File: config.mk
export PLATFORM = sky130hd
export DESIGN_NAME = wdc_watchdog
export DESIGN_NICKNAME = d
export VERILOG_FILES = /design/src/core/wdc_none.sv /design/src/core/wdc_pkg.sv /design/src/core/wdc_watchdog.sv
export VERILOG_INCLUDE_DIRS = /design/src /design/src/core
export SDC_FILE = /design/constraint.sdc
export NUM_CORES = 1
export LEC_CHECK = 0
export BUFFER_PORTS_ARGS = -buffer_cell sky130_fd_sc_hd__buf_2
export CAP_MARGIN = 20
export CELL_PAD_IN_SITES_DETAIL_PLACEMENT = 0
export CELL_PAD_IN_SITES_GLOBAL_PLACEMENT = 1
export CORE_MARGIN = 4
export CORE_UTILIZATION = 38
export DETAILED_ROUTE_END_ITERATION = 12
export PLACE_DENSITY = 0.82
export RECOVER_POWER = 100
export SKIP_CTS_REPAIR_TIMING = 1
export SLEW_MARGIN = 10
export SYNTH_ARGS = -nofsm -noshare
export SYNTH_HDL_FRONTEND = slang
export SYNTH_SLANG_ARGS = --single-unit
File: constraint.sdc
create_clock -name CORE_CLK_IN -period 3.3 [get_ports CORE_CLK_IN]
set_clock_uncertainty 0.2 [all_clocks]
set_input_delay 0.66 -clock CORE_CLK_IN [delete_from_list [all_inputs] [get_ports CORE_CLK_IN]]
set_output_delay 0.66 -clock CORE_CLK_IN [all_outputs]
set_load 0.01 [all_outputs]
File: src/core/wdc_cfg.svh
// constants for the watchdog clear and period control block
// What this block does
// - Leaving sleep on an RC, timer1 or external clock source clears the watchdog count.
// - Leaving sleep on a crystal or resonator source holds the count cleared until the start-up timer finishes.
// - The 4-bit period field in bits 4 to 1 selects 1:32 at code 0 doubling up to 1:65536 at code 11; codes 12 to 15 are reserved.
// - The enable fuse at 1 keeps the watchdog running whatever the software bit says; with the fuse at 0 the software bit turns it on and off.
// - The time base is the 31 kHz internal oscillator, divided by a 16-bit prescaler by 32 to 65536.
// - While the start-up timer runs the watchdog is held in reset, and counting resumes after it expires.
`ifndef WDC_CFG_SVH
`define WDC_CFG_SVH
`define WDC_REG_CONTROL 4'h0
`define WDC_REG_COUNT 4'h4
`define WDC_REG_STATUS 4'h8
`define WDC_CTRL_RESET 8'h08
`define WDC_CTRL_MASK 8'h1f
`define WDC_EN_BIT 0
`define WDC_PS_LSB 1
`define WDC_PS_MSB 4
`define WDC_PS_MAX 4'hb
`define WDC_PS_BASE 5
`define WDC_LFOSC_HZ 31000
`define WDC_POST_MAX 8'hff
`endif

File: src/core/wdc_none.sv
// spare source unit: holds no logic

File: src/core/wdc_pkg.sv
// types for the watchdog clear and period control block
package wdc_pkg;
    typedef enum logic [2:0] {
        CLK_TIMER1_OSCILLATOR_CLOCK,
        CLK_EXT_RC,
        CLK_INT_RC,
        CLK_EXT_CLOCK,
        CLK_XTAL,
        CLK_HS_XTAL,
        CLK_LP_XTAL
    } wdc_clk_src_t;
    typedef enum logic [1:0] {
        ST_OFF,
        ST_RUN,
        ST_OST_HOLD
    } wdc_state_t;
endpackage

File: src/core/wdc_watchdog.sv
// watchdog clear logic, period prescaler and register slave
//
// Implementation choices: the Avalon-MM register port and the placing of the registers.
`timescale 1ns/10ps
`include "wdc_cfg.svh"
module wdc_watchdog (
    input wire logic CORE_CLK_IN,
    input wire logic RST_IN,
    input wire logic CLK_EN_IN,
    input wire logic LFOSC_TICK_IN,
    input wire logic HW_WATCHDOG_ENABLE_FUSE_IN,
    input wire logic CLEAR_WATCHDOG_INSTR_IN,
    input wire logic OSC_FAIL_IN,
    input wire logic SLEEP_EXIT_IN,
    input wire logic [2:0] SYS_CLK_SRC_IN,
    input wire logic OST_DONE_IN,
    input wire logic [3:0] AVS_ADDRESS_IN,
    input wire logic AVS_READ_IN,
    input wire logic AVS_WRITE_IN,
    input wire logic [31:0] AVS_WRITEDATA_IN,
    input wire logic [3:0] AVS_BYTEENABLE_IN,
    output logic [31:0] AVS_READDATA_OUT,
    output logic AVS_WAITREQUEST_OUT,
    output logic WDT_ENABLED_OUT,
    output logic WDT_TIMEOUT_OUT
);

    ////////////////////////////////////////////////////////////////////////
    // register slave: one wait cycle per access, then acknowledge
    logic [7:0] watchdog_control;
    logic ack;
    logic [31:0] rdata;
    logic [15:0] prescale;
    logic [7:0] post;
    wdc_pkg::wdc_state_t state;
    wdc_pkg::wdc_state_t next_state;

    wire req = AVS_READ_IN | AVS_WRITE_IN;
    wire sel_ctrl = AVS_ADDRESS_IN == `WDC_REG_CONTROL;
    wire sel_cnt = AVS_ADDRESS_IN == `WDC_REG_COUNT;
    wire sel_stat = AVS_ADDRESS_IN == `WDC_REG_STATUS;
    wire wr_ctrl = AVS_WRITE_IN & ack & sel_ctrl & AVS_BYTEENABLE_IN[0];
    wire [7:0] next_ctrl = AVS_WRITEDATA_IN[7:0] & `WDC_CTRL_MASK;
    wire [31:0] cnt_word = {8'h00, post, prescale};
    wire [31:0] stat_word = {29'h0, state == wdc_pkg::ST_OST_HOLD, WDT_TIMEOUT_OUT,
                             WDT_ENABLED_OUT};
    wire [31:0] next_rdata = sel_ctrl ? {24'h0, watchdog_control} :
                             sel_cnt ? cnt_word :
                             sel_stat ? stat_word : 32'h0;

    assign AVS_WAITREQUEST_OUT = req & ~ack;

    always_ff @(posedge CORE_CLK_IN) begin
        if (RST_IN) begin
            ack <= 1'b0;
            rdata <= 32'h0;
        end else if (CLK_EN_IN) begin
            ack <= req & ~ack;
            if (AVS_READ_IN & ~ack) begin
                rdata <= next_rdata;
            end
        end
    end
    assign AVS_READDATA_OUT = rdata;

    always_ff @(posedge CORE_CLK_IN) begin
        if (RST_IN) begin
            watchdog_control <= `WDC_CTRL_RESET;
        end else if (CLK_EN_IN && wr_ctrl) begin
            watchdog_control <= next_ctrl;
        end
    end

    ////////////////////////////////////////////////////////////////////////
    // enable and clear decisions
    wire sw_watchdog_enable = watchdog_control[`WDC_EN_BIT];
    wire [3:0] watchdog_period_select = watchdog_control[`WDC_PS_MSB:`WDC_PS_LSB];
    wire wdt_on = HW_WATCHDOG_ENABLE_FUSE_IN | sw_watchdog_enable;
    wire xtal_src = SYS_CLK_SRC_IN == wdc_pkg::CLK_XTAL ||
                    SYS_CLK_SRC_IN == wdc_pkg::CLK_HS_XTAL ||
                    SYS_CLK_SRC_IN == wdc_pkg::CLK_LP_XTAL;
    wire exit_rc = SLEEP_EXIT_IN & ~xtal_src;
    wire exit_xtal = SLEEP_EXIT_IN & xtal_src;
    // software disable with the fuse at 0 stops the count and keeps it cleared
    wire clear_now = CLEAR_WATCHDOG_INSTR_IN | OSC_FAIL_IN | ~wdt_on | exit_rc;
    wire holding = state == wdc_pkg::ST_OST_HOLD;

    always_comb begin
        next_state = state;
        unique case (state)
            wdc_pkg::ST_OFF: if (wdt_on) next_state = wdc_pkg::ST_RUN;
            wdc_pkg::ST_RUN: begin
                if (!wdt_on) next_state = wdc_pkg::ST_OFF;
                else if (exit_xtal) next_state = wdc_pkg::ST_OST_HOLD;
            end
            wdc_pkg::ST_OST_HOLD: begin
                // start-up timer owns the ripple counter until it is done
                if (OST_DONE_IN) next_state = wdt_on ? wdc_pkg::ST_RUN : wdc_pkg::ST_OFF;
            end
            default: next_state = wdc_pkg::ST_OFF;
        endcase
    end

    always_ff @(posedge CORE_CLK_IN) begin
        if (RST_IN) begin
            state <= wdc_pkg::ST_OFF;
        end else if (CLK_EN_IN) begin
            state <= next_state;
        end
    end

    ////////////////////////////////////////////////////////////////////////
    // prescaler on the low-frequency ticks and 8-bit postscaler
    // reserved period codes clamp to the longest period
    wire [3:0] ps_eff = (watchdog_period_select > `WDC_PS_MAX) ? `WDC_PS_MAX :
                        watchdog_period_select;
    wire [4:0] tap = 5'(ps_eff) + 5'(`WDC_PS_BASE - 1);
    wire [15:0] next_prescale = prescale + 16'h0001;
    // the tap bit falls only when all bits below it roll over together
    wire ps_wrap = LFOSC_TICK_IN & prescale[tap[3:0]] & ~next_prescale[tap[3:0]];
    wire cnt_clear = clear_now | holding | next_state == wdc_pkg::ST_OST_HOLD;

    always_ff @(posedge CORE_CLK_IN) begin
        if (RST_IN) begin
            prescale <= 16'h0000;
            post <= 8'h00;
            WDT_TIMEOUT_OUT <= 1'b0;
        end else if (CLK_EN_IN) begin
            if (cnt_clear) begin
                prescale <= 16'h0000;
                post <= 8'h00;
                WDT_TIMEOUT_OUT <= 1'b0;
            end else if (LFOSC_TICK_IN) begin
                prescale <= next_prescale;
                if (ps_wrap) begin
                    post <= post + 8'h01;
                end
                WDT_TIMEOUT_OUT <= ps_wrap && post == `WDC_POST_MAX;
            end else begin
                WDT_TIMEOUT_OUT <= 1'b0;
            end
        end
    end
    assign WDT_ENABLED_OUT = wdt_on;

    ////////////////////////////////////////////////////////////////////////
    // checks

    // enable and clear decisions
    property p_fuse_on;
        @(posedge CORE_CLK_IN) disable iff (RST_IN)
        HW_WATCHDOG_ENABLE_FUSE_IN |-> WDT_ENABLED_OUT;
    endproperty
    a_fuse_on: assert property (p_fuse_on) else $error("fuse set but disabled");

    property p_en_sw;
        @(posedge CORE_CLK_IN) disable iff (RST_IN)
        !HW_WATCHDOG_ENABLE_FUSE_IN |-> WDT_ENABLED_OUT == sw_watchdog_enable;
    endproperty
    a_en_sw: assert property (p_en_sw) else $error("software enable ignored");

    property p_off_state;
        @(posedge CORE_CLK_IN) disable iff (RST_IN)
        (CLK_EN_IN && state == wdc_pkg::ST_RUN && !wdt_on) |=> state == wdc_pkg::ST_OFF;
    endproperty
    a_off_state: assert property (p_off_state) else $error("watchdog kept running");

    property p_clr;
        @(posedge CORE_CLK_IN) disable iff (RST_IN)
        (CLK_EN_IN && (CLEAR_WATCHDOG_INSTR_IN || OSC_FAIL_IN)) |=> prescale == 16'h0;
    endproperty
    a_clr: assert property (p_clr) else $error("count not cleared");

    property p_fail_post;
        @(posedge CORE_CLK_IN) disable iff (RST_IN)
        (CLK_EN_IN && OSC_FAIL_IN) |=> post == 8'h0;
    endproperty
    a_fail_post: assert property (p_fail_post) else $error("postscaler kept on fail");

    property p_off;
        @(posedge CORE_CLK_IN) disable iff (RST_IN)
        (CLK_EN_IN && !wdt_on) |=> post == 8'h0 && prescale == 16'h0;
    endproperty
    a_off: assert property (p_off) else $error("disabled count moved");

    // sleep exit and start-up hold
    property p_rc_exit;
        @(posedge CORE_CLK_IN) disable iff (RST_IN)
        (CLK_EN_IN && exit_rc && state != wdc_pkg::ST_OST_HOLD) |=>
            prescale == 16'h0 && state != wdc_pkg::ST_OST_HOLD;
    endproperty
    a_rc_exit: assert property (p_rc_exit) else $error("rc exit not cleared");

    property p_xtal_exit;
        @(posedge CORE_CLK_IN) disable iff (RST_IN)
        (CLK_EN_IN && wdt_on && state == wdc_pkg::ST_RUN && exit_xtal) |=> holding;
    endproperty
    a_xtal_exit: assert property (p_xtal_exit) else $error("no hold on xtal exit");

    property p_hold_stay;
        @(posedge CORE_CLK_IN) disable iff (RST_IN)
        (CLK_EN_IN && holding && !OST_DONE_IN) |=> holding;
    endproperty
    a_hold_stay: assert property (p_hold_stay) else $error("hold left too early");

    property p_hold;
        @(posedge CORE_CLK_IN) disable iff (RST_IN)
        holding |-> prescale == 16'h0 && post == 8'h0;
    endproperty
    a_hold: assert property (p_hold) else $error("count moved during hold");

    property p_resume;
        @(posedge CORE_CLK_IN) disable iff (RST_IN)
        (CLK_EN_IN && holding && OST_DONE_IN && wdt_on) |=> state == wdc_pkg::ST_RUN;
    endproperty
    a_resume: assert property (p_resume) else $error("no resume after hold");

    // period selection and counting
    property p_ps_range;
        @(posedge CORE_CLK_IN) disable iff (RST_IN)
        ps_eff <= `WDC_PS_MAX && tap >= 5'd4 && tap <= 5'd15;
    endproperty
    a_ps_range: assert property (p_ps_range) else $error("period tap out of range");

    property p_clamp;
        @(posedge CORE_CLK_IN) disable iff (RST_IN)
        (watchdog_period_select > `WDC_PS_MAX) |-> ps_eff == `WDC_PS_MAX;
    endproperty
    a_clamp: assert property (p_clamp) else $error("reserved code not clamped");

    property p_tick;
        @(posedge CORE_CLK_IN) disable iff (RST_IN)
        (CLK_EN_IN && !LFOSC_TICK_IN) |=> $stable(prescale) || prescale == 16'h0;
    endproperty
    a_tick: assert property (p_tick) else $error("prescaler moved without tick");

    property p_wrap_post;
        @(posedge CORE_CLK_IN) disable iff (RST_IN)
        (CLK_EN_IN && !cnt_clear && ps_wrap) |=> post == $past(post) + 8'h01;
    endproperty
    a_wrap_post: assert property (p_wrap_post) else $error("postscaler missed a wrap");

    property p_no_wrap_post;
        @(posedge CORE_CLK_IN) disable iff (RST_IN)
        (CLK_EN_IN && !cnt_clear && !ps_wrap) |=> $stable(post);
    endproperty
    a_no_wrap_post: assert property (p_no_wrap_post) else $error("postscaler moved alone");

    property p_timeout_cause;
        @(posedge CORE_CLK_IN) disable iff (RST_IN)
        $rose(WDT_TIMEOUT_OUT) |-> $past(post) == 8'hff && post == 8'h00;
    endproperty
    a_timeout_cause: assert property (p_timeout_cause) else $error("timeout without wrap");

    property p_timeout_pulse;
        @(posedge CORE_CLK_IN) disable iff (RST_IN)
        (CLK_EN_IN && WDT_TIMEOUT_OUT) |=> !WDT_TIMEOUT_OUT;
    endproperty
    a_timeout_pulse: assert property (p_timeout_pulse) else $error("timeout longer than one");

    // register slave and clock enable
    property p_ctrl_wr;
        @(posedge CORE_CLK_IN) disable iff (RST_IN)
        (CLK_EN_IN && wr_ctrl) |=> watchdog_control == $past(next_ctrl);
    endproperty
    a_ctrl_wr: assert property (p_ctrl_wr) else $error("control write lost");

    property p_ctrl_upper;
        @(posedge CORE_CLK_IN) disable iff (RST_IN)
        watchdog_control[7:5] == 3'b000;
    endproperty
    a_ctrl_upper: assert property (p_ctrl_upper) else $error("unused control bits set");

    property p_wr_other;
        @(posedge CORE_CLK_IN) disable iff (RST_IN)
        (AVS_WRITE_IN && !sel_ctrl) |=> $stable(watchdog_control);
    endproperty
    a_wr_other: assert property (p_wr_other) else $error("stray control write");

    property p_wait_first;
        @(posedge CORE_CLK_IN) disable iff (RST_IN)
        (req && !ack) |-> AVS_WAITREQUEST_OUT;
    endproperty
    a_wait_first: assert property (p_wait_first) else $error("no wait cycle");

    property p_ack_next;
        @(posedge CORE_CLK_IN) disable iff (RST_IN)
        (CLK_EN_IN && req && !ack) |=> ack;
    endproperty
    a_ack_next: assert property (p_ack_next) else $error("access not answered");

    property p_rd_capture;
        @(posedge CORE_CLK_IN) disable iff (RST_IN)
        (CLK_EN_IN && AVS_READ_IN && !ack) |=> AVS_READDATA_OUT == $past(next_rdata);
    endproperty
    a_rd_capture: assert property (p_rd_capture) else $error("read data not taken");

    property p_unmapped;
        @(posedge CORE_CLK_IN) disable iff (RST_IN)
        (CLK_EN_IN && AVS_READ_IN && !ack && !sel_ctrl && !sel_cnt && !sel_stat) |=>
            AVS_READDATA_OUT == 32'h0;
    endproperty
    a_unmapped: assert property (p_unmapped) else $error("unmapped read not zero");

    // a frozen clock enable must leave every counter and register alone
    property p_freeze;
        @(posedge CORE_CLK_IN) disable iff (RST_IN)
        !CLK_EN_IN |=> $stable(prescale) && $stable(post) && $stable(state) &&
            $stable(watchdog_control);
    endproperty
    a_freeze: assert property (p_freeze) else $error("state moved while frozen");

    c_timeout: cover property (@(posedge CORE_CLK_IN) WDT_TIMEOUT_OUT);
    c_hold: cover property (@(posedge CORE_CLK_IN) holding ##1 !holding);
    c_sw_off: cover property (@(posedge CORE_CLK_IN) wdt_on ##1 !wdt_on);
    c_write: cover property (@(posedge CORE_CLK_IN) wr_ctrl);
    c_rc_exit: cover property (@(posedge CORE_CLK_IN) exit_rc && wdt_on);
endmodule

-- Word-level counts from Yosys, hierarchy flattened
Cells that the tools add are included.
W data, S select, Z words.
- flip-flop bits (word level): 65
- bits of input ports: 54
- output and inout bits: 35
- $add $sub $neg: 3
- magnitude comparators: 2
- equality and inequality tests: 9
- multiplexer cells: 21
- bitwise gates (word level): 20
- reduce and logical (&&, ||, !) cells: 11
- operators with widths (cell ; number):
    $mux W24 ; 2
    $mux W16 ; 2
    $mux W8 ; 3
    $add A16 B1 Y16 const B ; 1
    $and A1 B1 Y1 ; 9
    $eq A3 B3 Y1 const B ; 3
    $add A8 B1 Y8 const B ; 1
    $bmux W1 S4 ; 2
    $eq A8 B8 Y1 const B ; 1
    $mux W2 ; 4
    $or A1 B1 Y1 ; 7
    $pmux W2 S3 ; 1
    $lt A4 B5 Y1 const B ; 1
    $mux W1 ; 5
    $add A4 B3 Y4 const B ; 1
    $eq A2 B2 Y1 const B ; 2
    $eq A4 B3 Y1 const B ; 1
    $eq A4 B4 Y1 const B ; 1
    $gt A4 B4 Y1 const B ; 1
    $logic_not A4 Y1 ; 1
    $mux W4 ; 1
    $not A1 Y1 ; 4
    $reduce_and A2 Y1 ; 2
    $reduce_bool A2 Y1 ; 2
    6 further kinds ; 8

-- Logic depth before layout (Yosys ltp)
Gate-level depths: netlist of the first run.
- word-level depth: 11
- mapped depth: 9

-- Worst setup path after synthesis of the first run
No wires, ideal clock.
- path kind: input port to flip-flop
- start: input CLK_EN_IN
- end: register rdata[13] (netlist: AVS_READDATA_OUT[13])
- data arrival time: 2183 ps
- data required time: 3035 ps
- slack: 852 ps
- stages: 8
- path through: clkbuf_1 nand3b_1 nor4_1 and2_1 clkbuf_1 buf_2 a22oi_1 nor2_1
- word-level cells in the longest chain between the ends: 1
- RTL lines (item ; RTL line ; source):
    start: declaration ; wdc_watchdog.sv:9 ; input wire logic CLK_EN_IN,
    $reduce_and A2 Y1 (no line) ; n/a ;
    end signal: assignment ; wdc_watchdog.sv:60 ; rdata <= next_rdata;
    end: declaration ; wdc_watchdog.sv:32 ; logic [31:0] rdata;
Every way passes these cells.
A chain may end at the register's enable or synchronous reset.

-- Final worst setup path of the first run
- start: register prescale[0]
- end: register post[2]
- word-level cells in the longest chain between the ends: 7
- elaborated cells on any way between the ends: 10
- classes of those cells: add/sub (1); mux (4); bitwise (3); reduce/logical (2)
- RTL lines (item ; RTL line ; source):
    start: declaration ; wdc_watchdog.sv:33 ; logic [15:0] prescale;
    start signal: assignment ; wdc_watchdog.sv:134 ; prescale <= next_prescale;
    $add A16 B1 Y16 ; wdc_watchdog.sv:118 ; wire [15:0] next_prescale = prescale + 16'h0001;
    $bmux W1 S4 ; wdc_watchdog.sv:120 ; wire ps_wrap = LFOSC_TICK_IN & prescale[tap[3:0]] & ~next_prescale[tap[3:0]];
    $mux W1 (implied by the code) ; wdc_watchdog.sv:120 ;
    $not A1 Y1 ; wdc_watchdog.sv:120 ;
    $and A1 B1 Y1 * ; wdc_watchdog.sv:120 ;
    $reduce_bool A2 Y1 (no line) * ; n/a ;
    $reduce_and A3 Y1 (no line) * ; n/a ;
    end signal: assignment ; wdc_watchdog.sv:136 ; post <= post + 8'h01;
    end: declaration ; wdc_watchdog.sv:34 ; logic [7:0] post;
Every way passes the cells marked *; elsewhere a longest branch is shown, timed or not. The select of a mux whose other input is x is not followed.

==> results of run 1 <==
-- power by group --
part / leakage (nW) / internal [W] / switching, W
Combinational: 0.752 / 0.0000301 / 0.0000605
Sequential: 0.460 / 0.000691 / 0.00000443
Clock: 0.115 / 0.000463 / 0.000286
-- sequential cells by signal (all words and copies together), names as in the netlist --
name and flops:
post 8, ack 1, AVS_READDATA_OUT 24, state 2
watchdog_control 5, prescale 16, WDT_TIMEOUT_OUT 1
-- cells in the mapped netlist, types with 2 or more instances --
library cell and instances:
nor3_1 12, mux2i_1 7, buf_1 2, inv_1 5, a22oi_1 24, a21o_1 5
o221ai_1 4, mux2_2 6, nor3b_1 8, o21a_1 2, clkbuf_1 24, or4_1 2
a211oi_1 4, or2_2 3, nand4_1 6, a21oi_1 18, nor4b_1 2, nor2_1 66
o22ai_1 2, o31ai_1 2, buf_4 8, dfxtp_1 57, nand3b_1 3, or3b_2 3
o21ai_0 11, nor2b_1 3, a211o_1 3, o311ai_1 2, nand3_1 19, xor2_1 7
nor4_1 4, nand2b_1 8, buf_2 6, xnor2_1 4, nand2_1 18, and4_1 3
ha_1 2, o211ai_1 4, and3_1 4, a31oi_1 4, o2111ai_1 2
-- metrics by stage --
stage,hold WS (ns),total power (W),cells
2_1_floorplan,0.282,0.000773,408
3_3_place_gp,0.272,0.000801,532
3_5_place_dp,0.281,0.000802,532
4_1_cts,0.291,0.00156,548
5_1_grt,0.329,0.00160,548
6_report,0.290,0.00154,548
-- area by class of cell --
type / count / share of cell area, %
Multi-Input combinational cell: 306 / 51.4
Sequential cell: 57 / 30.8
Timing Repair Buffer: 59 / 7.50
Clock buffer: 11 / 4.09
Tap cell: 105 / 3.55
Clock inverter: 5 / 2.10
Inverter: 5 / 0.507
-- per-layer routing --
metal,global-route usage (%),up-vias
met5,0,-
met2,26.8,99
met4,5.70,0
met1,24.7,1400
li1,-,1533
met3,4.24,14
-- how the worst max path moves through the flow --
stage	cells after the start	slack, ns	end
global route	8	0.19	post[6]
finish	8	0.42	post[2]
detailed placement	9	0.43	post[5]
floorplan	8	0.85	AVS_READDATA_OUT[13]
global placement	9	0.52	post[5]
CTS	8	0.50	post[1]
-- kinds of logic (layout without fill, tap and decap cells) --
| logic type | after synthesis | after routing | synth area share (%) |
|---|---|---|---|
| AO/OA/AOI/OAI | 99 | 99 | 21.5 |
| XOR/XNOR | 11 | 11 | 2.98 |
| adder cells (fa/ha/maj) | 2 | 2 | 0.774 |
| buffers and inverters | 45 | 80 | 6.39 |
| flip-flops | 57 | 57 | 35.3 |
| multiplexers | 14 | 14 | 4.61 |
| other | 1 | 8 | 0.116 |
| AND/OR/NAND/NOR | 172 | 172 | 28.3 |
-- worst min-delay path: cells and delay by family, from the launching register on --
| kind | cells | cell delay (ns) |
|---|---|---|
| flip-flops | 1 | 0.32 |
| AO/OA/AOI/OAI | 1 | 0.06 |
| AND/OR/NAND/NOR | 1 | 0.07 |
==> impl_metrics.ini, run 1 <==
[status]
status = complete, but fails checks
violations = capacitance limit, slew limit

[cells_and_area]
multiInputGateArea_um2 = 1900
nets = 494
final_util_pct = 44.8
drive_gt1_share_pct = 14.4
diodes = 0
regArea_um2 = 1140
final_cell_mix = 66 x nor2_1, 57 x dfxtp_1, 28 x clkbuf_1
fin_area_um2 = 3700
fillers = 825
areaGrowthSynthToFinish_pct = 14.6
final_common_cell = nor2_1

[logic_synthesis]
async_flop_share_pct = 0
avgSynthCellArea_um2 = 8.06
synth-edff-count = 0
synth.yosys.warnings = 0
ys_types = 63
synth_area_leader_cell = dfxtp_1
syn_area_um2 = 3230
synth.area.top_cells = dfxtp_1 35%, nor2_1 7.7%, a22oi_1 5.6%, nand3_1 2.9%, a21oi_1 2.8%
ys_seq_area_share_pct = 35.3
synthCells = 401
ys.flop_type = dfxtp_1
synth_top_area_share_pct = 35.3
synth_seq_cells = 57

[place]
port_buffers = 50
gp_congestion = 0.969
placed_area_um2 = 3520
dp_slack_ns = 0.430
post-dp-hpwl_um = 6260

[cts]
cts_buffers = 9
htree_levels = 3
cts_buffer_depth = 2
cts.sinks = 57
cts_tree = yes
cts.clk_slew.worst_paths_ns = 0.06
cts-root-buf = clkbuf_8
clkLatencyLatePin_ns = 0.34

[floorplan]
rows = 33
dieHeight_um = 100
ios = 89
core_um2 = 8260
dieArea_um2 = 10000
fp.dieW_um = 100
start_util_pct = 39.1

[setup_path]
slowest_delay_ns = 0.47
path_buf_inv = 1
cp_cell_sequence = ha_1, inv_1, nor4_4, a31oi_1, o211ai_1, nand4_2, nor2_1, o311ai_0
cp_max_fo = 7
crit_start = prescale[0]
setup.worst_path.start_class = register
cp.arrival_ns = 2.88
r2r_start = prescale[0]
ff2ff_path_depth = 8
r2r_setup_slack_ns = 0.42
path_class = register to register
r2r_end = post[2]
end_kind = register
cp_top_family = simple AND/OR/NAND/NOR gates
cp_data_required_time_ns = 3.30
slowest_stage = dfxtp_1

[timing]
timing.fmax_mhz = 347
period_share_pct = 87.3
drv_slew = 36
finalSetupTns_ns = 0
rsz0062_at_grt = no
fin_ws_ns = 0.421
relSlewSlack_pct = -4.58
hold_viol_final = 0
worst_pin_slew_ns = 1.57
fin_crit_ns = 2.88
finalSetupViolCount = 0

[routing]
wl_met1_um = 4140
top_layer = met4
drt_first_iter_violations = 188
vias = 3046
dr_wl_met2_um = 3900
drc = 0
wl_um = 8750
vias_per_cell = 5.56
first_pass_iters = 5
wl_per_cell_um = 16.0
wl_met3_um = 589
antenna_left = 0

[hold_path]
hold_path_startpoint = WDT_TIMEOUT_OUT
min_delay_path_depth = 2
hold_class = register to register
worstHoldEndpoint = WDT_TIMEOUT_OUT

[grt]
antenna_found_initial = 0
grt_pass1_vias = 2804
grt_max_degree = 36
grt-ovfl-total = 0
grt_pass1_wl_um = 14300
grt_util_all_layers_pct = 17.7

[job]
maxCapViolations = 1

[power]
power_leakage_nw = 1.33
peakVddDrop_v = 0.000224
p_per_area_nw_per_um2 = 415
(Power assumes the default switching activity.)
==> run 2: changes to the inputs <==
Settings changed: RECOVER_POWER 100 to default, SLEW_MARGIN 10 to 20.
==> run 2 against run 1 <==
Net effect:
- the flow now finishes without violations
- cell count did not move
- combinational power rose by 0.9%
- core utilization is 0.55 points higher
- count of clock-buffer cells in the layout did not move
- non-clock buffer count unchanged
- first-iteration DRC count rose by 27%
- routed wire length shrank 0.31%
- via count is 0.72% higher
- worst setup slack better by 0.013 ns
- register-to-register slack hardly changed
==> impl_metrics.ini, run 2 (synthesis results as in run 1) <==
[status]
status = completed

[cts]
cts_buffer_depth = 2
cts.clk_slew.worst_paths_ns = 0.06
cts_tree = yes
cts_buffers = 9
cts.sinks = 57
cts-root-buf = clkbuf_8
clkLatencyLatePin_ns = 0.34
htree_levels = 3

[setup_path]
cp.arrival_ns = 2.87
ff2ff_path_depth = 8
cp_data_required_time_ns = 3.30
end_kind = register
cp_max_fo = 7
path_class = register to register
setup.worst_path.start_class = register

[timing]
finalSetupTns_ns = 0
worst_hold_slack_ns = 0.286
worst_pin_slew_ns = 0.793
period_share_pct = 86.9
fin_crit_ns = 2.87
relSlewSlack_pct = 47.2
hold_viol_final = 0
rsz0062_at_grt = no
drv_slew = 0
timing.fmax_mhz = 349
fin_ws_ns = 0.434
finalSetupViolCount = 0

[routing]
vias_per_cell = 5.60
antenna_left = 0
drt_first_iter_violations = 239
drc = 0
vias = 3068
wl_um = 8730
wl_per_cell_um = 15.9
first_pass_iters = 6

[place]
post-dp-hpwl_um = 6260
port_buffers = 50
dp_slack_ns = 0.430
gp_congestion = 0.969

[floorplan]
fp.dieW_um = 100
dieHeight_um = 100
start_util_pct = 39.1
ios = 89
core_um2 = 8260
dieArea_um2 = 10000
rows = 33

[hold_path]
min_delay_path_depth = 2
hold_class = register to register

[cells_and_area]
final_common_cell = nor2_1
diodes = 0
final_cell_mix = 66 x nor2_1, 57 x dfxtp_1, 50 x buf_2
nets = 494
areaGrowthSynthToFinish_pct = 16.0
largest_reg_flops = 24
drive_gt1_share_pct = 21.2

[power]
swShare_pct = 22.9
p_clk_share_pct = 48.8
p_int_w = 0.00119
p_per_area_nw_per_um2 = 411
power_leakage_nw = 1.45
combPwrFrac_pct = 5.9
p_switching_w = 0.000352
peakVddDrop_v = 0.000224
power_frac_seq_pct = 45.2

[grt]
grt_max_degree = 36
antenna_found_initial = 0
grt_pass1_wl_um = 14300
grt_pass1_vias = 2804
grt-ovfl-total = 0
grt_util_all_layers_pct = 17.7

[job]
maxCapViolations = 0
run 2: layout make-up:
cell class	instances	area, um2
inverters	5	18.8
clock buffers	11	151
repair buffers	59	318
flip-flops and latches	57	1140
multi-input cells	306	1910
fillers	806	4510
well taps	105	131
clock inverters	5	77.6
run 2: power groups by stage:
stage	Clock (W)	Sequential, W	Combinational, W
2_1_floorplan	0	0.000710	0.0000634
3_5_place_dp	0	0.000711	0.0000913
5_1_grt	0.000806	0.000695	0.000101
6_report	0.000751	0.000696	0.0000914
4_1_cts	0.000769	0.000695	0.0000917
3_3_place_gp	0	0.000711	0.0000901
run 2: per-layer routing:
metal	GRT usage, %	share of wire, %	vias up
li1	-	-	1525
met2	26.8	44	124
met4	5.70	1.5	0
met5	0	0	-
met3	4.24	7.3	16
met1	24.7	47	1403
run 2: critical path, stage by stage, from the launching register on:
cell	delay, ns
dfxtp_1	0.47
ha_1	0.35
inv_1	0.14
nor4_4	0.43
a31oi_1	0.16
o211ai_2	0.12
nand4_2	0.17
nor2_1	0.49
o211ai_1	0.18
run 2: path summary, 6_finish.rpt:
path	from	end	slack [ns]
max	prescale[0]	post[6]	0.43
min	WDT_TIMEOUT_OUT	WDT_TIMEOUT_OUT	0.29
max reg2reg	prescale[0]	post[6]	0.43
min reg2reg	WDT_TIMEOUT_OUT	WDT_TIMEOUT_OUT	0.29
run 2: stage by stage:
stage | cell area (um2) | instances | power [W] | utilization, %
floorplan | 3260 | 408 | 0.000773 | -
global placement | 3520 | 532 | 0.000801 | 42.6
detailed placement | 3520 | 532 | 0.000802 | 42.6
CTS | 3750 | 548 | 0.00156 | 45.4
global route | 3750 | 548 | 0.00160 | 45.4
finish | 3750 | 548 | 0.00154 | 45.4
